## config.mk

```make
export PLATFORM = sky130hd
export DESIGN_NAME = asmd_top
export DESIGN_NICKNAME = d
export VERILOG_FILES = /design/src/asmd_pkg.sv /design/src/asmd_sync.sv /design/src/asmd_fifo.sv /design/src/asmd_top.sv
export SDC_FILE = /design/constraint.sdc
export NUM_CORES = 1
export LEC_CHECK = 0
export BUFFER_PORTS_ARGS = -buffer_cell sky130_fd_sc_hd__buf_2
export CORE_MARGIN = 2
export CORE_UTILIZATION = 60
export DETAILED_ROUTE_END_ITERATION = 10
export GPL_ROUTABILITY_DRIVEN = 0
export PLACE_DENSITY = 0.82
export SYNTH_ARGS = -nofsm -noshare
export SYNTH_HDL_FRONTEND = slang
export SYNTH_HIERARCHICAL = 1
export SYNTH_SLANG_ARGS = --single-unit
```

## constraint.sdc

```tcl
create_clock -name CLK -period 8.5 [get_ports CLK]
set_input_delay 0.85 -clock CLK [delete_from_list [all_inputs] [get_ports CLK]]
set_output_delay 0.85 -clock CLK [all_outputs]
set_load 0.05 [all_outputs]
```

## src/asmd_pkg.sv

```systemverilog
// Shared constants for the servo, mute and delay control block
package asmd_pkg;
   // ----------------------------------------------------------------
   // Widths
   // ----------------------------------------------------------------
   localparam int unsigned SAMPLE_W = 24;
   localparam int unsigned RATIO_W = 16;
   localparam int unsigned PTR_W = 8;
   localparam int unsigned FIFO_DEPTH = 4;
   localparam int unsigned GAIN_W = 8;
   // ----------------------------------------------------------------
   // Counts and values after reset
   // ----------------------------------------------------------------
   localparam logic [PTR_W-1:0] OFFSET_SHORT = 8'h10;
   localparam logic [PTR_W-1:0] OFFSET_LONG = 8'h40;
   localparam logic [GAIN_W-1:0] GAIN_FULL = 8'hff;
   localparam logic [GAIN_W-1:0] GAIN_ZERO = 8'h00;
   localparam logic [RATIO_W-1:0] RATIO_RST = 16'h1000;
   localparam logic [RATIO_W-1:0] RATIO_HYST = 16'h0004;
   // Servo resolution target in picoseconds
   localparam int unsigned SETTLE_PS = 5;
   localparam logic [15:0] SETTLE_ERR_LIMIT = 16'(SETTLE_PS);
   // Fast-mode step and the error that counts as adequately settled
   localparam logic [15:0] FAST_DONE_ERR = 16'h0100;
   localparam int unsigned FAST_SHIFT = 2;
   localparam int unsigned SLOW_SHIFT = 6;
   // Gain ramp: one step every RAMP_DIV cycles
   localparam logic [7:0] RAMP_DIV = 8'h20;
   // ----------------------------------------------------------------
   // Servo states
   // ----------------------------------------------------------------
   typedef enum logic [1:0] {
      ASMD_FAST = 2'b00,
      ASMD_SLOW = 2'b01,
      ASMD_LOCK = 2'b11
   } asmd_servo_t;
endpackage

```

## src/asmd_sync.sv

```systemverilog
// Three-flop synchroniser with agreement-based change detection
`timescale 1ns/1ps
module asmd_sync
(
   input wire logic clk,
   input wire logic arst_n,
   input wire logic d,
   output logic q
);
   logic s1_reg, s2_reg, s3_reg, q_reg, q_next;

   // Accept a change only when the second and third stages agree
   always_comb
   begin
      q_next = (s2_reg == s3_reg) ? s3_reg : q_reg;
   end

   always_ff @(posedge clk or negedge arst_n)
   begin
      if (!arst_n)
      begin
         s1_reg <= 1'b0;
         s2_reg <= 1'b0;
         s3_reg <= 1'b0;
         q_reg <= 1'b0;
      end
      else
      begin
         s1_reg <= d;
         s2_reg <= s1_reg;
         s3_reg <= s2_reg;
         q_reg <= q_next;
      end
   end

   assign q = q_reg;
endmodule // asmd_sync

```

## src/asmd_fifo.sv

```systemverilog
// Small valid/ready FIFO in the sample path
`timescale 1ns/1ps
module asmd_fifo
#(
   parameter int unsigned WIDTH = 24,
   parameter int unsigned DEPTH = 4
)
(
   input wire logic clk,
   input wire logic arst_n,
   input wire logic in_valid,
   output logic in_ready,
   input wire logic [WIDTH-1:0] in_data,
   output logic out_valid,
   input wire logic out_ready,
   output logic [WIDTH-1:0] out_data
);
   localparam int unsigned AW = $clog2(DEPTH);
   logic [WIDTH-1:0] mem [DEPTH];
   logic [AW-1:0] wr_reg, wr_next, rd_reg, rd_next;
   logic [AW:0] cnt_reg, cnt_next;
   logic push, pop;
   logic rdy_reg, rdy_next;

   // Pointer and fill count update
   always_comb
   begin
      push = in_valid && rdy_reg;
      pop = out_ready && (cnt_reg != '0);
      wr_next = push ? wr_reg + AW'(1) : wr_reg;
      rd_next = pop ? rd_reg + AW'(1) : rd_reg;
      cnt_next = cnt_reg + (AW+1)'(push) - (AW+1)'(pop);
      // Ready is registered so the port comes straight from a flop
      rdy_next = (cnt_next != (AW+1)'(DEPTH));
   end

   always_ff @(posedge clk or negedge arst_n)
   begin
      if (!arst_n)
      begin
         wr_reg <= '0;
         rd_reg <= '0;
         cnt_reg <= '0;
         rdy_reg <= 1'b1;
      end
      else
      begin
         wr_reg <= wr_next;
         rd_reg <= rd_next;
         cnt_reg <= cnt_next;
         rdy_reg <= rdy_next;
      end
   end

   // Storage needs no reset; guarded by the count
   always_ff @(posedge clk)
   begin
      if (push)
      begin
         mem[wr_reg] <= in_data;
      end
   end

   assign in_ready = rdy_reg;
   assign out_valid = (cnt_reg != '0);
   assign out_data = mem[rd_reg];
endmodule // asmd_fifo

```

## src/asmd_top.sv

```systemverilog
// Servo settling, soft mute, ratio hysteresis, delay offset and bypass
`timescale 1ns/1ps
// Overview of operation
// - Reset release or any rate change restarts the servo in fast mode.
// - Adequate fast settling moves to slow mode, settling until error is 5 ps.
// - Settling mute flag is high while the servo is in fast mode.
// - Mute request ramps gain down to silence; release ramps it back up.
// - Measured ratio scales the FIR convolution length when decimating.
// - Master ratio updates use hysteresis so the length scaling does not dither.
// - Phase matching: master sends its ratio, slaves use the received one.
// - Write pointer offset is 16 for short delay, 64 for long delay.
// - Bypass passes input samples straight out, no conversion or dither.
// - Delay select high picks short delay, low picks long delay.
// - Bypass mode holds while the bypass input is high.
// - Reset input is active low and holds the logic in reset.
module asmd_top
(
   input wire logic CLK,
   input wire logic ARST_N,
   input wire logic RATE_CHANGE,
   input wire logic [15:0] TIMING_ERR,
   input wire logic [asmd_pkg::RATIO_W-1:0] MEAS_RATIO,
   input wire logic MATCH_SLAVE,
   input wire logic [asmd_pkg::RATIO_W-1:0] PEER_RATIO,
   input wire logic MUTE_REQ,
   input wire logic DELAY_LENGTH_SELECT,
   input wire logic BYPASS_EN,
   input wire logic [asmd_pkg::PTR_W-1:0] FSIN_COUNT,
   input wire logic IN_VALID,
   output logic IN_READY,
   input wire logic [asmd_pkg::SAMPLE_W-1:0] IN_DATA,
   input wire logic [asmd_pkg::SAMPLE_W-1:0] CONV_DATA,
   input wire logic OUT_READY,
   output logic OUT_VALID,
   output logic [asmd_pkg::SAMPLE_W-1:0] OUT_DATA,
   output logic SETTLE_MUTE,
   output logic SERVO_LOCKED,
   output logic [asmd_pkg::GAIN_W-1:0] MUTE_GAIN,
   output logic [asmd_pkg::RATIO_W-1:0] RATIO_OUT,
   output logic [asmd_pkg::RATIO_W-1:0] CONV_LENGTH,
   output logic [asmd_pkg::PTR_W-1:0] FIFO_WR_PTR,
   output logic [1:0] SERVO_SHIFT
);
   // ----------------------------------------------------------------
   // Pin synchronisers
   // ----------------------------------------------------------------
   logic rate_chg_s, mute_s, dly_s, byp_s, slave_s;

   asmd_sync u_sync_rate (.clk(CLK), .arst_n(ARST_N), .d(RATE_CHANGE),
                          .q(rate_chg_s));
   asmd_sync u_sync_mute (.clk(CLK), .arst_n(ARST_N), .d(MUTE_REQ),
                          .q(mute_s));
   asmd_sync u_sync_dly (.clk(CLK), .arst_n(ARST_N),
                         .d(DELAY_LENGTH_SELECT), .q(dly_s));
   asmd_sync u_sync_byp (.clk(CLK), .arst_n(ARST_N), .d(BYPASS_EN),
                         .q(byp_s));
   asmd_sync u_sync_slave (.clk(CLK), .arst_n(ARST_N), .d(MATCH_SLAVE),
                           .q(slave_s));

   // ----------------------------------------------------------------
   // Servo settling state machine
   // ----------------------------------------------------------------
   asmd_pkg::asmd_servo_t state_reg, state_next;
   logic rate_d_reg, rate_d_next;
   logic rate_evt;
   logic mute_flag_reg, mute_flag_next;
   logic locked_reg, locked_next;
   logic [1:0] shift_reg, shift_next;
   logic [15:0] err_abs;

   // Magnitude of the measured input-to-output timing difference
   always_comb
   begin
      err_abs = TIMING_ERR[15] ? 16'(-TIMING_ERR) : TIMING_ERR;
      rate_d_next = rate_chg_s;
      rate_evt = rate_chg_s ^ rate_d_reg;
   end

   // State moves; a rate event always wins over settling progress
   always_comb
   begin
      state_next = state_reg;
      case (state_reg)
         asmd_pkg::ASMD_FAST:
         begin
            if (err_abs <= asmd_pkg::FAST_DONE_ERR)
            begin
               state_next = asmd_pkg::ASMD_SLOW;
            end
         end
         asmd_pkg::ASMD_SLOW:
         begin
            if (err_abs <= asmd_pkg::SETTLE_ERR_LIMIT)
            begin
               state_next = asmd_pkg::ASMD_LOCK;
            end
         end
         asmd_pkg::ASMD_LOCK:
         begin
            if (err_abs > asmd_pkg::SETTLE_ERR_LIMIT)
            begin
               state_next = asmd_pkg::ASMD_SLOW;
            end
         end
         default:
         begin
            state_next = asmd_pkg::ASMD_FAST;
         end
      endcase
      if (rate_evt)
      begin
         state_next = asmd_pkg::ASMD_FAST;
      end
      mute_flag_next = (state_next == asmd_pkg::ASMD_FAST);
      locked_next = (state_next == asmd_pkg::ASMD_LOCK);
      // Loop gain shift offered to the servo filter
      shift_next = (state_next == asmd_pkg::ASMD_FAST) ? 2'h0 : 2'h1;
   end

   // Reset lands in fast mode so release starts fast settling
   always_ff @(posedge CLK or negedge ARST_N)
   begin
      if (!ARST_N)
      begin
         state_reg <= asmd_pkg::ASMD_FAST;
         rate_d_reg <= 1'b0;
         mute_flag_reg <= 1'b1;
         locked_reg <= 1'b0;
         shift_reg <= 2'h0;
      end
      else
      begin
         state_reg <= state_next;
         rate_d_reg <= rate_d_next;
         mute_flag_reg <= mute_flag_next;
         locked_reg <= locked_next;
         shift_reg <= shift_next;
      end
   end

   // ----------------------------------------------------------------
   // Soft mute gain ramp
   // ----------------------------------------------------------------
   logic [asmd_pkg::GAIN_W-1:0] gain_reg, gain_next;
   logic [7:0] div_reg, div_next;
   logic step_en;

   // Divider enable paces the ramp so it is audible as a fade
   always_comb
   begin
      step_en = (div_reg == asmd_pkg::RAMP_DIV - 8'h01);
      div_next = step_en ? 8'h00 : div_reg + 8'h01;
      gain_next = gain_reg;
      if (step_en)
      begin
         if (mute_s && gain_reg != asmd_pkg::GAIN_ZERO)
         begin
            gain_next = gain_reg - 8'h01;
         end
         else if (!mute_s && gain_reg != asmd_pkg::GAIN_FULL)
         begin
            gain_next = gain_reg + 8'h01;
         end
      end
   end

   // Starts silent: a settling device is normally muted anyway
   always_ff @(posedge CLK or negedge ARST_N)
   begin
      if (!ARST_N)
      begin
         gain_reg <= asmd_pkg::GAIN_ZERO;
         div_reg <= 8'h00;
      end
      else
      begin
         gain_reg <= gain_next;
         div_reg <= div_next;
      end
   end

   // ----------------------------------------------------------------
   // Ratio hysteresis, phase matching and convolution length
   // ----------------------------------------------------------------
   logic [asmd_pkg::RATIO_W-1:0] ratio_reg, ratio_next;
   logic [asmd_pkg::RATIO_W-1:0] len_reg, len_next;
   logic [asmd_pkg::RATIO_W-1:0] src_ratio, diff;

   // Master updates only when the new measure leaves the hysteresis band; slaves copy the peer
   always_comb
   begin
      src_ratio = slave_s ? PEER_RATIO : MEAS_RATIO;
      diff = (src_ratio > ratio_reg) ? src_ratio - ratio_reg
                                     : ratio_reg - src_ratio;
      ratio_next = ratio_reg;
      if (slave_s)
      begin
         ratio_next = PEER_RATIO;
      end
      else if (diff > asmd_pkg::RATIO_HYST)
      begin
         ratio_next = MEAS_RATIO;
      end
      // Ratio above unity means decimation: stretch the filter
      len_next = (ratio_reg > asmd_pkg::RATIO_RST) ? ratio_reg
                                                   : asmd_pkg::RATIO_RST;
   end

   always_ff @(posedge CLK or negedge ARST_N)
   begin
      if (!ARST_N)
      begin
         ratio_reg <= asmd_pkg::RATIO_RST;
         len_reg <= asmd_pkg::RATIO_RST;
      end
      else
      begin
         ratio_reg <= ratio_next;
         len_reg <= len_next;
      end
   end

   // ----------------------------------------------------------------
   // FIFO write pointer with group delay offset
   // ----------------------------------------------------------------
   logic [asmd_pkg::PTR_W-1:0] wptr_reg, wptr_next;

   always_comb
   begin
      // High select means short delay, low means long
      wptr_next = FSIN_COUNT + (dly_s ? asmd_pkg::OFFSET_SHORT
                                      : asmd_pkg::OFFSET_LONG);
   end

   always_ff @(posedge CLK or negedge ARST_N)
   begin
      if (!ARST_N)
      begin
         wptr_reg <= '0;
      end
      else
      begin
         wptr_reg <= wptr_next;
      end
   end

   // ----------------------------------------------------------------
   // Output sample path through the FIFO
   // ----------------------------------------------------------------
   logic [asmd_pkg::SAMPLE_W-1:0] path_data;
   logic fifo_out_valid;
   logic [asmd_pkg::SAMPLE_W-1:0] fifo_out_data;
   logic fifo_pop;
   logic out_valid_reg, out_valid_next;
   logic [asmd_pkg::SAMPLE_W-1:0] out_data_reg, out_data_next;
   logic in_ready_reg;

   // Bypass skips the converter entirely, raw input goes out
   always_comb
   begin
      path_data = byp_s ? IN_DATA : CONV_DATA;
   end

   asmd_fifo #(.WIDTH(asmd_pkg::SAMPLE_W), .DEPTH(asmd_pkg::FIFO_DEPTH))
   u_fifo
   (
      .clk(CLK),
      .arst_n(ARST_N),
      .in_valid(IN_VALID),
      .in_ready(in_ready_reg),
      .in_data(path_data),
      .out_valid(fifo_out_valid),
      .out_ready(fifo_pop),
      .out_data(fifo_out_data)
   );

   // Output stage register; refills when empty or being drained
   always_comb
   begin
      fifo_pop = fifo_out_valid && (!out_valid_reg || OUT_READY);
      out_valid_next = out_valid_reg;
      out_data_next = out_data_reg;
      if (fifo_pop)
      begin
         out_valid_next = 1'b1;
         out_data_next = fifo_out_data;
      end
      else if (OUT_READY)
      begin
         out_valid_next = 1'b0;
      end
   end

   always_ff @(posedge CLK or negedge ARST_N)
   begin
      if (!ARST_N)
      begin
         out_valid_reg <= 1'b0;
         out_data_reg <= '0;
      end
      else
      begin
         out_valid_reg <= out_valid_next;
         out_data_reg <= out_data_next;
      end
   end

   // ----------------------------------------------------------------
   // Outputs
   // ----------------------------------------------------------------
   assign IN_READY = in_ready_reg;
   assign OUT_VALID = out_valid_reg;
   assign OUT_DATA = out_data_reg;
   assign SETTLE_MUTE = mute_flag_reg;
   assign SERVO_LOCKED = locked_reg;
   assign MUTE_GAIN = gain_reg;
   assign RATIO_OUT = ratio_reg;
   assign CONV_LENGTH = len_reg;
   assign FIFO_WR_PTR = wptr_reg;
   assign SERVO_SHIFT = shift_reg;
endmodule // asmd_top

```

==> flow_metrics.tcl, run 1 <==
set metrics [dict create \
    fmax_mhz 198 \
    slew_violations 0 \
    ff2ff_setup_slack_ps 3450 \
    cts_sinks 211 \
    clockPowerShare 0.274 \
    clock_skew_ps 8.86 \
    grt_pass1_vias 6785 \
    place_hpwl_mm 15.4 \
    powerDensity_nw_per_um2 293 \
    clk_latency_ps 510 \
    yosys_warnings 6 \
    netSwitchingFraction 0.351 \
    start_util 0.611 \
    path_clk_slew_ps 60 \
    min_period_ps 5050 \
    ys.flop_type "dfrtp_1" \
    setup_tns_ps 0 \
    cts_buffers 23 \
    vias_per_cell 5.75 \
    whs_ps 347 \
    cp_max_fo 18 \
    num_vias 6987 \
    cts-root-buf "clkbuf_16" \
    status "completed" \
    ys_ff_latch 211 \
    combPwrFrac 0.336 \
    peakVddDrop_mv 0.237 \
    drc 0 \
    power.switching_mw 1.27 \
    dieArea_um2 18600 \
    rsz0062_at_grt "false" \
    routed_wl_mm 22.2 \
    seqPwrFrac 0.390 \
    crit_path_end "RATIO_OUT[15]" \
    post_route_cells_drive_above_1_share 0.347 \
    cts_tree "done" \
    largest_reg_flops 96 \
    fp.dieW_um 136 \
    regMostFlops "u_fifo/mem" \
    leakage_nw 5.36 \
    die_h_um 136 \
    crit_arrival_ps 5450 \
    port_buffers 189 \
    overflow 0 \
    regArea_um2 5770 \
    setup_violations 0 \
    slew_headroom 0.198 \
    r2r_cells 15 \
    area_delta_synth_final_pct 17.7 \
    end_kind "register" \
    startpoint "u_sync_slave/q" \
    synth.cell_area_um2 10500 \
    multi_input_area_um2 4310 \
    grt_pass1_wl_mm 34.7 \
    clk_path_buf_depth 3 \
    startpoint_type "register" \
    avgSynthCellArea_um2 13.4 \
    fp.coreArea_um2 17200 \
    internal_power_mw 2.34 \
    first_iter_violations 483 \
    async_flop_share 0.545 \
    drv_cap 0 \
    r2r_start "u_sync_slave/q" \
    cts_post_setup_buffers_inserted 0 \
    cts_resized 0 \
    hp-class "register to register" \
    rows 48 \
    drt_first_pass_iters 8 \
    period_share 0.594 \
    r2r-end "RATIO_OUT[15]" \
    ys_seq_area_frac 0.550 \
    path_class "register to register" \
    grt_usage 0.240 \
    fin_nets 1139 \
    synth_cell_type_count 68 \
    final_core_util 0.719 \
    critical_path_required_ps 8890 \
    antenna_found_initial 1 \
    htreeDepth 1 \
    pin_count 191 \
    finalHoldViolCount 0 \
    cts_hold_buf 0 \
    synth_nets 950 \
    grt_start_max_net_pins 66 \
    worst_pin_slew_ps 1200 \
    ant_nets 0 \
    post_drt_wl_per_cell_um 18.3 \
    synth-edff-count 96 \
    syn_inst 783 \
    fillers 1158 \
]
## through the flow
| stage | total power, mW | worst slack, ps | area (um^2) | instances |
|---|---|---|---|---|
| after global routing | 3.78 | 3160 | 12300 | 1214 |
| after CTS | 3.64 | 3480 | 12300 | 1214 |
| final | 3.61 | 3450 | 12300 | 1215 |
| after global placement | 2.59 | 3640 | 11600 | 1172 |
| after floorplan | 2.34 | 3680 | 10500 | 783 |
| after detailed placement | 2.63 | 3540 | 11600 | 1172 |
## cell usage after synthesis, drive strengths merged (4+ instances only)
master,count,area (um^2)
a2111oi,5,43.8
a211oi,5,37.5
a21o,5,37.5
a21oi,32,160
a31oi,6,37.5
and3,8,50.1
buf,14,130
clkbuf,20,75.1
dfrtp,111,2780
dfstp,4,105
edfxtp,96,2880
fa,4,80.1
ha,50,626
inv,54,203
maj3,5,56.3
mux2,76,856
mux2i,24,240
mux4,24,563
nand2,26,97.6
nand2b,10,62.6
nand3,14,70.1
nand4,9,56.3
nor2,37,139
nor2b,5,31.3
nor3,5,25.0
nor4,6,52.6
o211ai,9,67.6
o21a,4,37.5
o21ai,26,134
o21bai,7,52.6
o31ai,4,30.0
or4,6,48.8
xnor2,21,184
xor2,11,96.3
## cells by family (layout without fill, tap and decap cells)
| logic type | Yosys count | after routing | share of synthesized area |
|---|---|---|---|
| compound gates | 123 | 123 | 0.0773 |
| xor+xnor | 33 | 33 | 0.0289 |
| fa+ha+maj | 59 | 59 | 0.0727 |
| buf+inv | 88 | 294 | 0.0389 |
| flops | 211 | 211 | 0.550 |
| mux | 124 | 124 | 0.158 |
| other cells | 1 | 2 | 0.000358 |
| simple gates | 144 | 144 | 0.0740 |
## metal layers
layer,GRT usage,part of all wire,up-vias,routed length [um]
met5,0,0,-,0
met4,0.0648,0.022,0,482
met3,0.0436,0.072,47,1610
met2,0.408,0.49,307,10800
met1,0.320,0.42,3353,9290
li1,-,-,3280,-
## worst min path at each step
| stage | startpoint | end | slack [ps] | cells after the start |
|---|---|---|---|---|
| global route | u_sync_rate/s1_reg | u_sync_rate/s2_reg | 360 | 0 |
| detailed placement | u_sync_mute/s1_reg | u_sync_mute/s2_reg | 340 | 0 |
| CTS | u_sync_mute/s1_reg | u_sync_mute/s2_reg | 350 | 0 |
| global placement | u_sync_byp/s1_reg | u_sync_byp/s2_reg | 330 | 0 |
| floorplan | u_sync_byp/s1_reg | u_sync_byp/s2_reg | 330 | 0 |
| finish | u_sync_mute/s1_reg | u_sync_mute/s2_reg | 350 | 0 |
## area by class of cell
cell class	count	share of cell area
clock buffer	29	0.0517
clock inverter	13	0.0103
antenna	1	0.000203
sequential	211	0.467
timing repair buffer	198	0.0823
inverter	54	0.0164
multi-input combinational	484	0.349
tap	225	0.0228
## placed cells by master, fill, tap and decap left out, types with 6 or more instances in the layout
cell / n
ha_1: 50
edfxtp_1: 96
o211ai_1: 9
clkbuf_16: 23
a21oi_1: 32
nand2_1: 26
xnor2_1: 21
buf_2: 188
nand3_1: 14
nand4_1: 9
xor2_1: 11
o21ai_0: 24
mux4_2: 18
nand2b_1: 10
nor2_1: 37
mux4_1: 6
inv_1: 54
o21bai_1: 7
buf_4: 10
mux2i_1: 24
and3_1: 8
mux2_2: 75
dfrtp_1: 111
a31oi_1: 6
## critical path: stages, from the launching register on
cell	delay [ps]
dfrtp_1	840
mux2_2	430
inv_1	80
ha_1	160
inv_1	50
fa_1	410
a211oi_1	340
nor3_1	120
o21ba_2	270
o21ai_2	460
mux2_2	430
nor4b_1	260
o311ai_1	190
nor4_4	160
buf_4	350
mux2_1	360
## power by group through the flow
stage	logic [mW]	registers, mW	clock network [mW]
floorplan	0.674	1.66	0
global placement	1.18	1.41	0
detailed placement	1.20	1.42	0
CTS	1.22	1.41	1.01
global route	1.30	1.43	1.05
finish	1.21	1.41	0.991
No activity file was read; power rests on OpenSTA's default activity.
==> run 2, diff against run 1 <==
ABC_AREA = 1   (was default)
CORE_UTILIZATION = 52   (was 60)
PLACE_DENSITY = 0.75   (was 0.82)
clock period = 4.6 ns   (was 8.5 ns; I/O delays follow)
==> run 2 against run 1 <==
Hold slack lost 290 ps. Sequential share of layout area shrank 3.5 points. Combinational power grew 130%. Sequential cell count is the same. Via count grew 28%. First-iteration DRC count grew 8.5%. Maximum frequency grew 31%. Synthesized cell count grew 63%. Final area grew 8.0%. Area after synthesis grew 9.1%. Wire length grew 15%. Largest power group is now combinational logic.
==> flow_metrics.tcl, run 2 <==
set metrics [dict create \
    status "completed" \
    path_cells "inv_1 > or2_2 > o21ai_0 > ha_1 > inv_1 > fa_1 > nand3_1 > nand3_1 > nand2_1 > nand2_2 > nand2_2 > nand2_4 > nand2_4 > inv_1 > nand2_1 > nand2_1 > nor2_1 > nand2_1 > nor2_4 > nand2_4 > nand2_1 > nand2_1" \
    peakVddDrop_mv 0.513 \
    synthTopCellsByCount "nand2_1 (396), inv_1 (186), dfrtp_1 (111)" \
    regMostFlops "u_fifo/mem" \
    final_core_util 0.615 \
    cts_buffers 23 \
    avgSynthCellArea_um2 8.95 \
    port_buffers 189 \
    cts-root-buf "clkbuf_16" \
    min_period_ps 3850 \
    finalHoldViolCount 0 \
    vias_per_cell 5.05 \
    critical_path_required_ps 4990 \
    pin_count 191 \
    largest_reg_flops 96 \
    first_iter_violations 524 \
    start_util 0.528 \
    rsz0062_at_grt "false" \
    crit_family "simple AND/OR/NAND/NOR gates" \
    setup_tns_ps 0 \
    ys_seq_area_frac 0.504 \
    worst_pin_slew_ps 1140 \
    fp.coreArea_um2 21700 \
    synth.cell_area_um2 11400 \
    drc 0 \
    leakage_nw 6.79 \
    setup_violations 0 \
    routed_wl_mm 25.5 \
    clk_latency_ps 500 \
    synth_top_area_frac 0.252 \
    async_flop_share 0.545 \
    cts_sinks 211 \
    powerDensity_nw_per_um2 535 \
    ys.flop_type "dfrtp_1" \
    slew_headroom 0.240 \
    dieArea_um2 23200 \
    rows 54 \
    crit_top_cell "nand2_1" \
    final_common_cell "nand2_1" \
    cts_tree "done" \
    area_delta_synth_final_pct 16.5 \
    drv_cap 0 \
    startpoint_type "register" \
    drt_first_pass_iters 5 \
    grt_start_max_net_pins 98 \
    crit_slowest_cell "fa_1" \
    ys_ff_latch 211 \
    path_class "register to register" \
    finalPower_mw 7.14 \
    critPathMaxStageDelay_ps 420 \
    path_clk_slew_ps 60 \
    die_h_um 152 \
    setup_slack_ps 748 \
    antenna_found_initial 0 \
    post_route_cells_drive_above_1_share 0.229 \
    post-place-ws_ps 769 \
    period_share 0.837 \
    cp_max_fo 17 \
    clk_path_buf_depth 3 \
    layout_common_cells "nand2_1 (396), buf_2 (188), inv_1 (186), dfrtp_1 (111), edfxtp_1 (96)" \
    crit_arrival_ps 4240 \
    grt_pass1_wl_mm 41.4 \
    synth_nets 1446 \
    place_hpwl_mm 18.3 \
    grt_usage 0.216 \
    synth-edff-count 96 \
    synth_top_area_cell "edfxtp_1" \
    diodes 0 \
    ant_nets 0 \
    fin_nets 1633 \
    synth_cell_type_count 45 \
    clock_skew_ps 11.6 \
    fp.dieW_um 152 \
    overflow 0 \
    fmax_mhz 260 \
    end_kind "register" \
    grt_pass1_vias 8464 \
    hp-class "input pin to register" \
    yosys_warnings 6 \
    num_vias 8910 \
    post_drt_wl_per_cell_um 14.4 \
    syn_inst 1279 \
    synthMostInstantiatedCell "nand2_1" \
    slew_violations 0 \
    cp_num_buf_inv 3 \
    htreeDepth 1 \
    synth_area_leaders "edfxtp_1 (25%), dfrtp_1 (24%), nand2_1 (13%)" \
]
[run 2: logic make-up (layout without fill, tap and decap cells)]
logic type,Yosys count,after routing,synth area share
AOI/OAI and AO/OA,130,130,0.0829
xor gates and xnor gates,33,33,0.0253
adders and majority gates,54,54,0.0617
buffers and inverters,237,441,0.0858
DFF,211,211,0.504
muxes,24,24,0.0236
other,1,1,0.000328
and+or+nand+nor,589,589,0.217
[run 2: path summary, 6_finish.rpt]
check	end	slack [ps]	startpoint	cells past startpoint
setup / recovery	RATIO_OUT[9]	750	u_sync_slave/q	22
hold / removal	u_sync_byp/s1_reg	60	BYPASS_EN	1
setup reg to reg	RATIO_OUT[9]	750	u_sync_slave/q	22
hold reg to reg	u_sync_byp/s2_reg	350	u_sync_byp/s1_reg	0
max in group asynchronous	CONV_LENGTH[12]	3140	ARST_N	3
min in group asynchronous	OUT_DATA[22]	520	ARST_N	2
[run 2: layer usage]
metal | global-route usage | share of wire
met5 | 0 | 0
met4 | 0.0530 | 0.021
met3 | 0.0321 | 0.062
met2 | 0.351 | 0.46
met1 | 0.307 | 0.46
[run 2: layout make-up]
class / count / area [um^2]
inverters: 201 / 758
fillers: 1841 / 8350
flip-flops and latches: 211 / 5770
repair buffers: 198 / 1020
clock buffers: 34 / 657
well taps: 280 / 350
clock inverters: 8 / 71.3
multi-input cells: 831 / 4720
[run 2: timing repair]
action                                 in CTS  in global routing
hold buffers                                1                  0
resized for setup                           0                  0
buffers inserted                            0                  0
endpoints found under the hold margin      44                  0
[run 2: report_power, final]
| part | internal (mW) | switching (mW) | total [mW] |
|---|---|---|---|
| logic | 0.802 | 2.02 | 2.82 |
| clock network | 1.05 | 0.715 | 1.76 |
| registers | 2.38 | 0.173 | 2.55 |
| total | 4.23 | 2.91 | 7.14 |
[run 2: worst register-to-register path, stage by stage, from the launching register on]
cell	delay [ps]
dfrtp_1	340
inv_1	230
or2_2	370
o21ai_0	120
ha_1	230
inv_1	70
fa_1	420
nand3_1	110
nand3_1	110
nand2_1	90
nand2_2	70
nand2_2	80
nand2_4	90
nand2_4	160
inv_1	130
nand2_1	80
nand2_1	50
nor2_1	110
nand2_1	100
nor2_4	390
nand2_4	220
nand2_1	110
nand2_1	60
[run 2: per-stage QoR]
step           hold WS (ps)  cells  area [um^2]
2_1_floorplan           164   1279        11400
3_3_place_gp            333   1720        12600
3_5_place_dp            337   1720        12600
4_1_cts                37.2   1763        13300
5_1_grt                37.8   1763        13300
6_report               56.0   1763        13300
==> run 3, diff against run 2 <==
ABC_AREA = 0   (was 1)
CORE_UTILIZATION = 56   (was 52)
PLACE_DENSITY = 0.77   (was 0.75)
clock period = 3.8 ns   (was 4.6 ns; I/O delays follow)
==> run 3 against run 2 <==
The flow now finishes with violations (negative setup slack). Clock-buffer cell count decreased by 2. Utilization increased by 9.8 points. Global-route usage increased by 2.4 points. Sequential cell count unchanged. Clock power increased by 19%. Sequential power increased by 23%. Maximum frequency decreased by 3.1%. Wire length decreased by 7.4%. Final area decreased by 0.98%. Largest cell class unchanged. Largest power group is now sequential cells.
==> flow_metrics.tcl, run 3 (synthesized netlist as in run 1, its figures left out) <==
set metrics [dict create \
    final_area_um2 13200 \
    setup_violations 16 \
    wl_met1_mm 10.3 \
    r2r_cells 15 \
    cp_max_fo 8 \
    end_kind "register" \
    startpoint_type "register" \
    crit_arrival_ps 4360 \
    hp-class "input pin to asynchronous set/reset pin" \
    dr_wl_met3_mm 1.33 \
    met2_length_mm 11.3 \
    ant_nets 0 \
    dieArea_um2 19800 \
    cts_tree "done" \
    vias_per_cell 5.64 \
    fin_nets 1213 \
    cts-root-buf "clkbuf_16" \
    cts_sinks 211 \
    setup_tns_ps -2060 \
    critical_path_required_ps 4180 \
    violations "negative setup slack" \
    top_layer_used "met4" \
    final_common_cell "buf_2" \
    rsz0062_at_grt "true" \
    diodes 0 \
    antenna_found_initial 0 \
    slew_violations 0 \
    fp.dieW_um 141 \
    path_class "register to register" \
    area_delta_synth_final_pct 25.9 \
    setup_slack_ps -178 \
    drc 0 \
    drv_cap 0 \
    cts_buffers 22 \
    post_drt_wl_per_cell_um 18.2 \
    layout_common_cells "buf_2 (188), dfrtp_1 (110), edfxtp_1 (96), mux2_2 (70), buf_4 (64)" \
    post_route_cells_drive_above_1_share 0.411 \
    status "complete, but fails checks" \
    clk_path_buf_depth 3 \
    grt_pass1_wl_mm 37.9 \
    clk_latency_ps 500 \
    num_vias 7305 \
    fmax_mhz 251 \
    grt_start_max_net_pins 72 \
    placed_area_um2 12100 \
    port_buffers 189 \
    regMostFlops "u_fifo/mem" \
    grt_pass1_vias 7528 \
    overflow 0 \
    finalHoldViolCount 0 \
    slew_headroom 0.351 \
    path_clk_slew_ps 60 \
    largest_reg_flops 96 \
    htreeDepth 1 \
    grt_usage 0.240 \
    rows 50 \
    pin_count 191 \
    clock_skew_ps 8.36 \
    peakVddDrop_mv 0.450 \
    powerDensity_nw_per_um2 622 \
    min_period_ps 3980 \
    start_util 0.566 \
    routed_wl_mm 23.6 \
    drt_first_pass_iters 5 \
    worst_pin_slew_ps 974 \
    die_h_um 141 \
    period_share 1.05 \
    leakage_nw 5.75 \
    first_iter_violations 413 \
    fp.coreArea_um2 18500 \
    place_hpwl_mm 16.7 \
]
run 3: what timing repair did:
| action | in CTS | in global routing |
|---|---|---|
| hold endpoints to repair | 9 | 0 |
| hold buffers | 9 | 0 |
| gates cloned | 0 | 0 |
| pin swaps | 8 | 4 |
| gates resized for setup | 34 | 21 |
| endpoints found under the setup margin | 16 | 16 |
| setup buffers | 4 | 1 |
run 3: per-layer routing:
| layer | global-route usage | up-vias |
|---|---|---|
| met5 | 0 | - |
| met4 | 0.0763 | 0 |
| met2 | 0.409 | 281 |
| li1 | - | 3432 |
| met3 | 0.0353 | 51 |
| met1 | 0.320 | 3541 |
run 3: critical path: stages (launching register included):
cell and delay [ps]:
dfrtp_2 430, buf_6 130, buf_6 120, mux2_4 310, ha_4 280, and4_4 260
nand2_4 60, or4_4 530, buf_6 160, a311oi_2 280, o31ai_1 110, xnor2_1 170
nand4_1 170, nor4_4 360, buf_6 180, mux2_4 300
run 3: power by group:
part | switching (mW) | internal [mW]
sequential | 0.263 | 2.88
clock | 0.835 | 1.25
combinational | 1.78 | 1.21
run 3: stage by stage:
stage | instances | total power [mW] | hold slack (ps) | worst slack (ps) | utilization
2_1_floorplan | 783 | 5.24 | 84.4 | -407 | -
3_5_place_dp | 1242 | 6.04 | 339 | -236 | 0.653
5_1_grt | 1296 | 8.60 | 54.6 | -273 | 0.713
6_report | 1296 | 8.21 | 27.5 | -178 | 0.713
4_1_cts | 1295 | 8.24 | 44.2 | -112 | 0.708
3_3_place_gp | 1242 | 5.96 | 333 | -187 | 0.653
run 3: worst paths after layout:
check | start | endpoint | slack, ps
min | ARST_N | MUTE_GAIN[0] | 30
max | u_sync_slave/q | RATIO_OUT[15] | -180
min reg2reg | u_sync_rate/s1_reg | u_sync_rate/s2_reg | 350
max reg2reg | u_sync_slave/q | RATIO_OUT[15] | -180
min in group CLK | FSIN_COUNT[7] | FIFO_WR_PTR[7] | 70
max in group asynchronous | ARST_N | CONV_LENGTH[12] | 2810
run 3: layout make-up:
| type | count | area, um^2 |
|---|---|---|
| clock inverters | 8 | 101 |
| fillers | 1237 | 5310 |
| well taps | 234 | 293 |
| multi-input cells | 484 | 4590 |
| clock buffers | 32 | 608 |
| inverters | 54 | 205 |
| repair buffers | 273 | 1650 |
| flip-flops and latches | 211 | 5770 |
